===== src/aamc_pkg.sv =====
// Constants and types for the approach advisory mode controller
`default_nettype none
package aamc_pkg;
  // Clock rate and time figures
  localparam int CLK_HZ    = 250_000_000;
  localparam int FRAME_MS  = 1000;
  localparam int THR_MS    = 3000;
  localparam int FLASH_MS  = 500;
  // Cycle counts; every time comes out exact at this clock
  localparam int FRAME_CYC = CLK_HZ / 1000 * FRAME_MS;
  localparam int THR_CYC   = CLK_HZ / 1000 * THR_MS;
  localparam int FLASH_CYC = CLK_HZ / 1000 * FLASH_MS;
  // Length of the startup sequence
  localparam int INIT_CYC  = 16;
  // Register indices
  localparam logic [1:0] REG_CTRL = 2'h0;
  localparam logic [1:0] REG_STAT = 2'h1;
  // Control register bits and reset value
  localparam int CTRL_LTEST = 0;
  localparam int CTRL_MCLR  = 1;
  localparam logic CTRL_RST = 1'h0;
  // Selector positions in panel order
  typedef enum logic [2:0] {
    SEL_OFF = 3'h0, SEL_TEST = 3'h1, SEL_WEIGHT = 3'h2,
    SEL_VREF = 3'h3, SEL_FINAL = 3'h4, SEL_FIELD = 3'h5,
    SEL_HMIN = 3'h6, SEL_GS = 3'h7
  } aamc_sel_type;
  // Operating modes
  typedef enum logic [2:0] {
    M_OFF = 3'h0, M_PWRUP = 3'h1, M_STBY = 3'h2,
    M_COMP = 3'h3, M_INOPERATIVE_INDICATOR = 3'h4, M_MTEST = 3'h5
  } aamc_mode_type;
  // Steps of one compute frame
  typedef enum logic [1:0] {
    S_IDLE = 2'h0, S_TEST = 2'h1, S_WAIT = 2'h2
  } aamc_step_type;
  // Numeric display contents
  typedef enum logic [2:0] {
    D_BLANK = 3'h0, D_PILOT = 3'h1, D_ALL = 3'h2, D_DATA = 3'h3,
    D_FLAG = 3'h4, D_FAIL = 3'h5, D_FAST = 3'h6, D_SEGS = 3'h7
  } aamc_disp_type;
  // Annunciator panel drive
  typedef struct packed {
    logic inoperative_indicator;
    logic thr_digit;
    logic thr;
    logic gear;
    logic flap;
    logic flap_digit;
  } aamc_lamp_type;
  // Panel pins, sampled together
  typedef struct packed {
    aamc_sel_type sel;
    logic maint;
    logic inoperative_indicator;
    logic comp;
    logic clr;
    logic thr;
    logic gear;
    logic flap;
    logic pwr;
  } aamc_pin_type;
endpackage
`default_nettype wire


===== src/aamc_mode_ctrl.sv =====
// Mode sequencer of the approach advisory computer
`default_nettype none
module aamc_mode_ctrl
  import aamc_pkg::*;
#(
  parameter int FRAME_CYC_P = FRAME_CYC,
  parameter int THR_CYC_P   = THR_CYC,
  parameter int FLASH_CYC_P = FLASH_CYC
) (
  // Clock and reset
  input  wire logic          ref_clk_i,
  input  wire logic          resetn_i,
  // Panel pins, asynchronous
  input  wire logic          power_ok_i,
  input  wire logic [2:0]    sel_i,
  input  wire logic          key_clear_i,
  input  wire logic          key_compute_i,
  input  wire logic          inoperative_indicator_press_i,
  input  wire logic          maint_sw_i,
  input  wire logic          flap_set_i,
  input  wire logic          gear_set_i,
  input  wire logic          thr_set_i,
  // Algorithm and self-test, same clock
  input  wire logic          test_done_i,
  input  wire logic          test_pass_i,
  input  wire logic          test_benign_i,
  input  wire aamc_disp_type test_code_i,
  input  wire logic          overshoot_warning_flag_i,
  input  wire logic          cmd_flap_i,
  input  wire logic          cmd_gear_i,
  input  wire logic          cmd_thrust_i,
  input  wire logic          approach_power_command_i,
  input  wire logic          pointer_valid_i,
  input  wire logic          maint_done_i,
  input  wire logic          maint_fault_i,
  // Register port
  input  wire logic [1:0]    addr_i,
  input  wire logic [31:0]   wdata_i,
  input  wire logic          wr_i,
  input  wire logic          rd_i,
  output var  logic [31:0]   rdata_o,
  // Mode and requests
  output var  aamc_mode_type mode_o,
  output var  logic          sys_on_o,
  output var  logic          init_o,
  output var  logic          test_req_o,
  output var  logic          predict_req_o,
  output var  logic          frame_o,
  output var  logic          vref_calc_o,
  output var  logic          maint_req_o,
  output var  logic          maint_fault_o,
  // Panel drive
  output var  aamc_lamp_type lamp_o,
  output var  logic          pointer_on_o,
  output var  aamc_disp_type disp_o,
  output var  aamc_sel_type  disp_sel_o,
  output var  logic          entry_en_o
);

  // Pin synchroniser stages; s1 feeds only s2
  aamc_pin_type s1, s2, s3;
  // Rising edges of synchronised pins
  aamc_pin_type rise;
  // Power present and selector out of off position
  logic         run;

  // Two flops per pin, third for edge detect
  always_ff @(posedge ref_clk_i) begin
    if (!resetn_i) begin
      s1 <= '0;
      s2 <= '0;
      s3 <= '0;
    end else begin
      s1 <= {sel_i, maint_sw_i, inoperative_indicator_press_i, key_compute_i,
             key_clear_i, thr_set_i, gear_set_i, flap_set_i,
             power_ok_i};
      s2 <= s1;
      s3 <= s2;
    end
  end

  assign rise = s2 & ~s3;
  // Off position removes power in the real panel
  assign run  = s2.pwr && (s2.sel != SEL_OFF);

  // Control register and software lamp test
  logic ltest, next_ltest;
  logic [31:0] next_rdata;

  // Controller state
  aamc_step_type step, next_step;        // Frame step
  aamc_disp_type code, next_code;        // Latched fault code
  logic [4:0]    icnt, next_icnt;        // Startup count
  logic [31:0]   fcnt, next_fcnt;        // Frame divider
  logic [31:0]   tcnt, next_tcnt;        // Thrust grace timer
  logic [31:0]   bcnt, next_bcnt;        // Flash divider
  logic          blink, next_blink;      // Half-second toggle
  logic          tact, next_tact;        // Grace timer running
  logic          flash, next_flash;      // Thrust lamp flashing
  logic          fl, next_fl;            // Flap command lit
  logic          ge, next_ge;            // Gear command lit
  logic          th, next_th;            // Thrust command lit
  aamc_mode_type next_mode;
  logic          next_init, next_treq, next_preq, next_frame;
  logic          next_mreq, next_mflt, next_ptr, next_vref;
  logic          next_on, next_entry;
  aamc_lamp_type next_lamp;
  aamc_disp_type next_disp;

  // Register port: decode and one-cycle read data
  always_comb begin
    next_ltest = ltest;
    next_rdata = 32'h0000_0000;
    if (wr_i && addr_i == REG_CTRL) begin
      next_ltest = wdata_i[CTRL_LTEST];
    end
    if (rd_i) begin
      unique case (addr_i)
        REG_CTRL: next_rdata = {31'h0000_0000, ltest};
        REG_STAT: next_rdata = {16'h0000, code, step, mode_o,
                                maint_fault_o, pointer_on_o, lamp_o};
        // Unmapped indices read zero
        default:  next_rdata = 32'h0000_0000;
      endcase
    end
  end

  always_ff @(posedge ref_clk_i) begin
    if (!resetn_i) begin
      ltest   <= CTRL_RST;
      rdata_o <= 32'h0000_0000;
    end else begin
      ltest   <= next_ltest;
      rdata_o <= next_rdata;
    end
  end

  // Mode sequencer, timers and lamp latches
  always_comb begin
    next_mode  = mode_o;
    next_step  = step;
    next_code  = code;
    next_icnt  = '0;
    next_tcnt  = tcnt;
    next_tact  = tact;
    next_flash = flash;
    next_fl    = fl;
    next_ge    = ge;
    next_th    = th;
    next_ptr   = pointer_on_o;
    next_treq  = 1'b0;
    next_preq  = 1'b0;
    next_mreq  = 1'b0;
    next_frame = 1'b0;
    next_fcnt  = '0;
    next_mflt  = maint_fault_o;
    // Software clear first, so a fault found now survives
    if (wr_i && addr_i == REG_CTRL && wdata_i[CTRL_MCLR]) begin
      next_mflt = 1'b0;
    end
    // Free-running flash toggle
    next_bcnt  = bcnt + 32'd1;
    next_blink = blink;
    if (bcnt == 32'(FLASH_CYC_P - 1)) begin
      next_bcnt  = '0;
      next_blink = ~blink;
    end
    // Frame strobe paces the loop
    if (mode_o == M_COMP) begin
      if (fcnt == 32'(FRAME_CYC_P - 1)) begin
        next_frame = 1'b1;
      end else begin
        next_fcnt = fcnt + 32'd1;
      end
    end
    if (!run) begin
      // Off or power loss ends every mode
      next_mode = M_OFF;
      next_step = S_IDLE;
    end else begin
      unique case (mode_o)
        M_OFF: begin
          next_mode = M_PWRUP;
        end
        M_PWRUP: begin
          // Hold init long enough for the data reset
          next_icnt = icnt + 5'd1;
          if (icnt == 5'(INIT_CYC - 1)) begin
            next_mode = M_STBY;
          end
        end
        M_STBY: begin
          if (rise.comp && s2.sel != SEL_TEST) begin
            // Engage: first test at once
            next_mode = M_COMP;
            next_step = S_TEST;
            next_treq = 1'b1;
            next_ptr  = 1'b0;
          end else if (rise.maint) begin
            // Maintenance only from standby
            next_mode = M_MTEST;
            next_mreq = 1'b1;
          end
        end
        M_COMP: begin
          if (rise.clr || rise.inoperative_indicator) begin
            next_mode = M_STBY;
          end else if (overshoot_warning_flag_i) begin
            next_mode = M_INOPERATIVE_INDICATOR;
            next_code = D_FAST;
          end else if (step == S_TEST && test_done_i && !test_pass_i) begin
            // Cause decides standby or inoperative
            if (test_benign_i) begin
              next_mode = M_STBY;
            end else begin
              next_mode = M_INOPERATIVE_INDICATOR;
              // Only fault words are shown
              next_code = (test_code_i >= D_DATA) ? test_code_i : D_FAIL;
            end
          end else if (step == S_TEST && test_done_i) begin
            next_preq = 1'b1;
            next_step = S_WAIT;
          end else if (step == S_WAIT && next_frame) begin
            next_treq = 1'b1;
            next_step = S_TEST;
          end
          // Pointer comes up with its first value
          if (pointer_valid_i) begin
            next_ptr = 1'b1;
          end
        end
        M_INOPERATIVE_INDICATOR: begin
          // Everything but clear and inoperative_indicator ignored
          if (rise.clr || rise.inoperative_indicator) begin
            next_mode = M_STBY;
          end
        end
        M_MTEST: begin
          // Momentary: back once the test is over
          if (maint_done_i) begin
            next_mode = M_STBY;
            next_mflt = maint_fault_o | maint_fault_i;
          end
        end
        default: begin
          next_mode = M_OFF;
        end
      endcase
    end
    if (next_mode != M_COMP) begin
      next_step = S_IDLE;
    end
    // Command lamps live only while computing
    if (mode_o == M_COMP && next_mode == M_COMP) begin
      // Pilot response blanks; a new command wins
      if (rise.flap) next_fl = 1'b0;
      if (rise.gear) next_ge = 1'b0;
      if (rise.thr) begin
        next_th    = 1'b0;
        next_tact  = 1'b0;
        next_flash = 1'b0;
      end
      // Due command lights steadily, no alert first
      if (cmd_flap_i) next_fl = 1'b1;
      if (cmd_gear_i) next_ge = 1'b1;
      if (cmd_thrust_i) begin
        next_th    = 1'b1;
        next_flash = 1'b0;
      end
      // Approach power starts the three-second grace
      if (approach_power_command_i) begin
        next_th    = 1'b1;
        next_tact  = 1'b1;
        next_tcnt  = '0;
        next_flash = 1'b0;
      end else if (tact) begin
        next_tcnt = tcnt + 32'd1;
        if (tcnt == 32'(THR_CYC_P - 1)) begin
          next_tact  = 1'b0;
          next_flash = 1'b1;
        end
      end
    end else begin
      next_fl    = 1'b0;
      next_ge    = 1'b0;
      next_th    = 1'b0;
      next_tact  = 1'b0;
      next_flash = 1'b0;
      next_tcnt  = '0;
      next_ptr   = 1'b0;
    end
  end

  // Panel drive follows the present mode
  always_comb begin
    next_lamp  = '0;
    next_disp  = D_BLANK;
    next_entry = 1'b0;
    next_vref  = 1'b0;
    next_init  = (mode_o == M_PWRUP);
    next_on    = (mode_o != M_OFF);
    unique case (mode_o)
      M_STBY: begin
        // Reference speed kept current from weight
        next_vref = 1'b1;
        if (s2.sel == SEL_TEST || ltest) begin
          next_lamp = '1;
          next_disp = D_ALL;
        end else begin
          // Lamps stay dark in standby
          next_disp = D_PILOT;
          // Weight and later, except derived speed
          next_entry = (s2.sel >= SEL_WEIGHT) && (s2.sel != SEL_VREF);
        end
      end
      M_COMP: begin
        // Display only; no entry while computing
        next_disp            = D_PILOT;
        next_lamp.flap_digit = 1'b1;
        next_lamp.flap       = fl;
        next_lamp.gear       = ge;
        next_lamp.thr        = th & (~flash | blink);
        next_lamp.thr_digit  = th;
      end
      M_INOPERATIVE_INDICATOR: begin
        next_lamp.inoperative_indicator = 1'b1;
        next_disp      = code;
      end
      M_MTEST: begin
        next_disp = D_PILOT;
      end
      default: begin
        next_disp = D_BLANK;
      end
    endcase
  end

  // Register all controller state and outputs except rdata_o
  always_ff @(posedge ref_clk_i) begin
    if (!resetn_i) begin
      mode_o        <= M_OFF;
      step          <= S_IDLE;
      code          <= D_BLANK;
      icnt          <= '0;
      fcnt          <= '0;
      tcnt          <= '0;
      bcnt          <= '0;
      blink         <= 1'b0;
      tact          <= 1'b0;
      flash         <= 1'b0;
      fl            <= 1'b0;
      ge            <= 1'b0;
      th            <= 1'b0;
      sys_on_o      <= 1'b0;
      init_o        <= 1'b0;
      test_req_o    <= 1'b0;
      predict_req_o <= 1'b0;
      frame_o       <= 1'b0;
      vref_calc_o   <= 1'b0;
      maint_req_o   <= 1'b0;
      maint_fault_o <= 1'b0;
      lamp_o        <= '0;
      pointer_on_o  <= 1'b0;
      disp_o        <= D_BLANK;
      disp_sel_o    <= SEL_OFF;
      entry_en_o    <= 1'b0;
    end else begin
      mode_o        <= next_mode;
      step          <= next_step;
      code          <= next_code;
      icnt          <= next_icnt;
      fcnt          <= next_fcnt;
      tcnt          <= next_tcnt;
      bcnt          <= next_bcnt;
      blink         <= next_blink;
      tact          <= next_tact;
      flash         <= next_flash;
      fl            <= next_fl;
      ge            <= next_ge;
      th            <= next_th;
      sys_on_o      <= next_on;
      init_o        <= next_init;
      test_req_o    <= next_treq;
      predict_req_o <= next_preq;
      frame_o       <= next_frame;
      vref_calc_o   <= next_vref;
      maint_req_o   <= next_mreq;
      maint_fault_o <= next_mflt;
      lamp_o        <= next_lamp;
      pointer_on_o  <= next_ptr;
      disp_o        <= next_disp;
      disp_sel_o    <= s2.sel;
      entry_en_o    <= next_entry;
    end
  end
endmodule // aamc_mode_ctrl
`default_nettype wire


===== config.mk =====
export PLATFORM = sky130hd
export DESIGN_NAME = aamc_mode_ctrl
export DESIGN_NICKNAME = d
export VERILOG_FILES = /design/src/aamc_pkg.sv /design/src/aamc_mode_ctrl.sv
export SDC_FILE = /design/constraint.sdc
export NUM_CORES = 1
export LEC_CHECK = 0
export BUFFER_PORTS_ARGS = -buffer_cell sky130_fd_sc_hd__clkbuf_2
export CELL_PAD_IN_SITES_DETAIL_PLACEMENT = 0
export CELL_PAD_IN_SITES_GLOBAL_PLACEMENT = 1
export CORE_MARGIN = 3
export CORE_UTILIZATION = 43
export CTS_CLUSTER_SIZE = 8
export DETAILED_ROUTE_END_ITERATION = 8
export PLACE_DENSITY_LB_ADDON = 0.1
export SLEW_MARGIN = 20
export SYNTH_ARGS = -nofsm -noshare
export SYNTH_HDL_FRONTEND = slang
export SYNTH_SLANG_ARGS = --single-unit

===== constraint.sdc =====
create_clock -name ref_clk_i -period 2.7 [get_ports ref_clk_i]
set_input_delay 0 -clock ref_clk_i [delete_from_list [all_inputs] [get_ports ref_clk_i]]
set_output_delay 0 -clock ref_clk_i [all_outputs]
set_load 0.02 [all_outputs]

# Word level (Yosys, flattened, before mapping)
# Cells that the tools add are included.
[totals] reg_bits=200 input_bits=63 output_inout_bits=57 wordCells=200
[op_classes] add_sub_neg=4 magnitude_cmp=2 eq_ne=24 n_mux=62 bitwise_logic=13 n_reduce_logical=36
[op_table] op="$add 32x1->32 const B" n=3
[op_table] op="$mux 3" n=14
[op_table] op="$eq 32x27->1 const B" n=1
[op_table] op="$eq 32x28->1 const B" n=1
[op_table] op="$eq 32x30->1 const B" n=1
[op_table] op="$mux 1" n=32
[op_table] op="$pmux 16 s2" n=1
[op_table] op="$pmux 3 s6" n=1
[op_table] op="$mux 2" n=7
[op_table] op="$reduce_or 3->1" n=4
[op_table] op="$ne 2x2->1 const B" n=5
[op_table] op="$pmux 5 s2" n=1
[op_table] op="$eq 3x2->1 const B" n=3
[op_table] op="$logic_and 1x1->1" n=9
[op_table] op="$pmux 3 s3" n=1
[op_table] op="$reduce_bool 3->1" n=3
[op_table] op="$and 8x8->8" n=1
[op_table] op="$not 1->1" n=8
[op_table] op="$not 8->8" n=1
[op_table] op="$reduce_bool 2->1" n=4
[op_table] op="$eq 3x1->1 const B" n=2
[op_table] op="$eq 3x3->1 const B" n=2
[op_table] op="$ge 3x2->1 const B" n=2
[op_table] op="$mux 6" n=1
[op_table] op="24 further kinds" n=33

# Depth between registers and ports, before layout
[depth] ltp_word=12 ltp_mapped=9

# Worst setup path before layout
# No wires, ideal clock.
[synth_path] kind="register to register" from="register icnt[0]" to="register flash" setup_time_ps=117 arrival_ps=1844 t_required_ps=2583 setup_slack_ps=738 stages_incl_launch_ff=10 n_path_buf=1 period_less_slack_ps=1962 cell_sequence="dfxtp_1 > ha_1 > and3_1 > ha_1 > mux2i_1 > nor3b_1 > a221o_1 > o211ai_2 > buf_2 > nor2_1"
[synth_between] elab_chain_len=8
[synth_lines] element="from (decl)" line="aamc_mode_ctrl.sv:93" rtl="logic [4:0] icnt, next_icnt;"
[synth_lines] element="from (signal assigned)" line="aamc_mode_ctrl.sv:371" rtl="icnt <= next_icnt;"
[synth_lines] element="$eq 5x4->1" line="aamc_mode_ctrl.sv:188" rtl="if (icnt == 5'(INIT_CYC - 1)) begin"
[synth_lines] element="$mux 3" line="aamc_mode_ctrl.sv:188"
[synth_lines] element="$pmux 3 s6" line="aamc_mode_ctrl.sv:181" rtl="unique case (mode_o)"
[synth_lines] element="$mux 3" line="aamc_mode_ctrl.sv:176" rtl="if (!run) begin"
[synth_lines] element="$eq 3x2->1" line="aamc_mode_ctrl.sv:254" rtl="if (mode_o == M_COMP && next_mode == M_COMP) begin"
[synth_lines] element="$logic_and 1x1->1" line="aamc_mode_ctrl.sv:254"
[synth_lines] element="$not 1->1 (no source line)"
[synth_lines] element="$reduce_or 3->1 (no source line)"
[synth_lines] element="to (signal assigned)" line="aamc_mode_ctrl.sv:377" rtl="flash <= next_flash;"
[synth_lines] element="to (decl)" line="aamc_mode_ctrl.sv:99" rtl="logic flash, next_flash;"
# No other way between the ends.
# A chain may end at the register's enable or synchronous reset.

# Worst setup path after layout
[layout_path] from="register mode_o[1]" to="register code[0]"
[layout_between] elab_chain_len=2
[layout_lines] element="from (decl)" line="aamc_mode_ctrl.sv:43" rtl="output var aamc_mode_type mode_o,"
[layout_lines] element="from (signal assigned)" line="aamc_mode_ctrl.sv:368" rtl="mode_o <= next_mode;"
[layout_lines] element="$eq 3x2->1" line="aamc_mode_ctrl.sv:181"
[layout_lines] element="$reduce_and 5->1 (no source line)"
[layout_lines] element="to (signal assigned)" line="aamc_mode_ctrl.sv:370" rtl="code <= next_code;"
[layout_lines] element="to (decl)" line="aamc_mode_ctrl.sv:92" rtl="aamc_disp_type code, next_code;"
# No other way between the ends.

==> flow_summary_export.csv <==
group,metric,value,unit
floorplan,dieArea,19500,sq um
timing,period_minus_slack,2.50,ns
floorplan,die_h,140,um
clock_network,clk_path_buf_depth,2,
placed_design,dp.final_hpwl,11.8,mm
synthesis,async_flop_share,0,%
clock_network,numClockSinks,183,
min_path,hp-start,"test_code_i[2]",
detailed_routing,wl_per_cell,14.4,um
timing,setup_viol_count_final,0,
synthesis,synth_edf_count,0,
synthesis,ys_seq_area_share,47.6,%
cells_and_area,final_area,9070,sq um
synthesis,syn_avg_cell_area,9.31,sq um
clock_network,post_cts_resized,0,
floorplan,core,17400,sq um
global_routing,grt_pass1_vias,5760,
cells_and_area,syn_to_final_growth,18.0,%
job,maxCapViolCount,0,
synthesis,ys.flop_type,"dfxtp_1",
floorplan,fp.dieW,140,um
worst_setup_path,worstPathMaxFanout,17,
clock_network,cts_made_buffers,17,
worst_setup_path,crit-reg2reg-launch,"mode_o[1]$_SDFF_PN0_",
cells_and_area,layout-drive-gt1-share,16.2,%
clock_network,cts_root_buffer,"clkbuf_16",
detailed_routing,viasPerCell,5.04,
cells_and_area,diodes,0,
detailed_routing,num_vias,5876,
synthesis,synth_common_cells,"dfxtp_1 (183), nor2_1 (110), and2_1 (54)",
cells_and_area,final_nets,995,
synthesis,ys_types,65,
worst_setup_path,end_kind,"register",
synthesis,syn-cell-area,7690,sq um
floorplan,ios,120,
synthesis,synth_top_area_share,47.6,%
placed_design,port_buffers,73,
global_routing,grt_usage,17.5,%
synthesis,synth_area_leaders,"dfxtp_1 (48%), xor2_1 (5.7%), nor2_1 (5.4%)",
floorplan,rows,48,
clock_network,clkLatencyLatePin,0.43,ns
pwr,p_per_area,581,nW/um^2
timing,worst_pin_slew,0.805,ns
detailed_routing,initialDrtViolationCount,287,
synthesis,yosys.area.top_type,"dfxtp_1",
synthesis,yosysWarnings,0,
synthesis,yosysMostFrequentCell,"dfxtp_1",
timing,finClkSkew,0.00681,ns
global_routing,grt_pass1_wl,28.2,mm
placed_design,place_area,8180,sq um
worst_setup_path,critPathLaunch,"mode_o[1]$_SDFF_PN0_",
pwr,leakagePower,3.35,nW
detailed_routing,drtAntennaViolNets,0,
clock_network,clkTransAtPathRegs,0.07,ns
detailed_routing,drc_errors,0,
timing,fin_crit_sh,92.4,%
detailed_routing,first_pass_iters,4,
min_path,hold_class,"input port to register",
pwr,ir_drop,0.000476,V
global_routing,antenna_found_initial,0,
worst_setup_path,crit_arrival,2.85,ns
timing,maxSlewHeadroom,45.9,%
floorplan,start_util,44.2,%
run_status,status,"completed",
timing,rsz0062_at_grt,"no",
global_routing,overflow,0,
placed_design,gp_congestion,0.794,
worst_setup_path,crit_type,"register to register",
timing,fmax,401,MHz
worst_setup_path,critPathLaunchType,"register",
timing,finalHoldViolCount,0,
clock_network,cts_tree,"done",
synthesis,synth_cells,826,
global_routing,grt_max_degree,46,
detailed_routing,wirelength,16.8,mm
synthesis,synth-seq-cells,183,
worst_setup_path,critical_path_required,3.05,ns
timing,fin_tns_setup,0,ns
timing,drv_slew,0,
clock_network,cts_htree_levels,4,
==> cells in the final DEF (no fill, tap or decap), types with 10 or more instances in the layout <==
master / n
and4_1: 12
clkbuf_16: 17
nand4_1: 37
and2_1: 54
dfxtp_1: 183
nor4_1: 10
dlygate4sd3_1: 33
nor2_1: 110
nor3_1: 11
nand2_1: 53
nand2b_1: 11
and3_1: 17
a21oi_1: 14
inv_1: 19
clkbuf_2: 73
xor2_1: 50
conb_1: 16
nand3_1: 38
xnor2_1: 40
==> power by group <==
group	leakage [nW]	switching, mW	internal (mW)
clock	0.269	1.09	1.30
combinational	1.60	0.0834	0.0714
sequential	1.48	0.0115	2.72
total	3.35	1.18	4.09
==> final timing paths <==
check | endpoint | depth (start not counted) | slack [ns]
max | code[0]$_SDFFE_PN0P_ | 5 | 0.20
min | code[1]$_SDFFE_PN0P_ | 4 | 0.04
max reg2reg | code[0]$_SDFFE_PN0P_ | 5 | 0.20
min reg2reg | s2[9]$_SDFF_PN0_ | 1 | 0.43
==> area by class of cell <==
type	instances	area [sq um]
Fill cell	1626	8350
Multi-Input combinational cell	591	3730
Sequential cell	183	3660
Timing Repair Buffer	115	763
Clock buffer	18	439
Tap cell	225	282
Clock inverter	14	124
Inverter	19	71.3
==> cells by family after synthesis <==
group	synth area share (%)
and+or+nand+nor	31.8
muxes	0.521
DFF	47.6
buffers and inverters	4.67
xor gates and xnor gates	10.3
AOI/OAI and AO/OA	4.21
adders and majority gates	0.814
other	0.0488
==> state kept, by name (all words and copies together), names as in the netlist, 2 cells and up <==
signal,flops
bcnt,32
fcnt,32
tcnt,32
rdata_o,16
s1,11
s2,11
s3,7
lamp_o,6
icnt,5
code,3
disp_o,3
disp_sel_o,3
mode_o,3
step,2
==> routing by layer <==
metal	wire length, um	global-route usage, %
met1	8070	23.1
met2	7910	28.1
met3	619	4.74
met4	226	5.30
met5	0	0
==> what timing repair did <==
| action | CTS | global route |
|---|---|---|
| buffers inserted | 0 | 0 |
| endpoints found under the hold margin | 34 | 0 |
| hold buffers | 33 | 0 |
| setup endpoints to repair | 0 | 0 |
==> through the flow <==
step / util, % / hold WS (ns) / std cells / power (mW) / setup WS [ns]
finish: 52.1 / 0.0409 / 1165 / 5.27 / 0.204
global route: 52.1 / 0.0446 / 1165 / 5.47 / 0.0703
CTS: 52.1 / 0.0327 / 1165 / 5.34 / 0.257
detailed placement: 47.0 / 0.210 / 1100 / 2.92 / 0.459
global placement: 47.0 / 0.208 / 1100 / 2.91 / 0.497
floorplan: - / 0.0790 / 841 / 2.89 / 0.738
==> critical path, stage by stage (launching register included) <==
cell           delay, ns
dfxtp_1             0.67
and3b_1             0.40
nand4b_1            0.28
a211o_1             0.35
dlygate4sd3_1       0.56
a21boi_0            0.16
No activity file was read; power rests on OpenSTA's default activity.
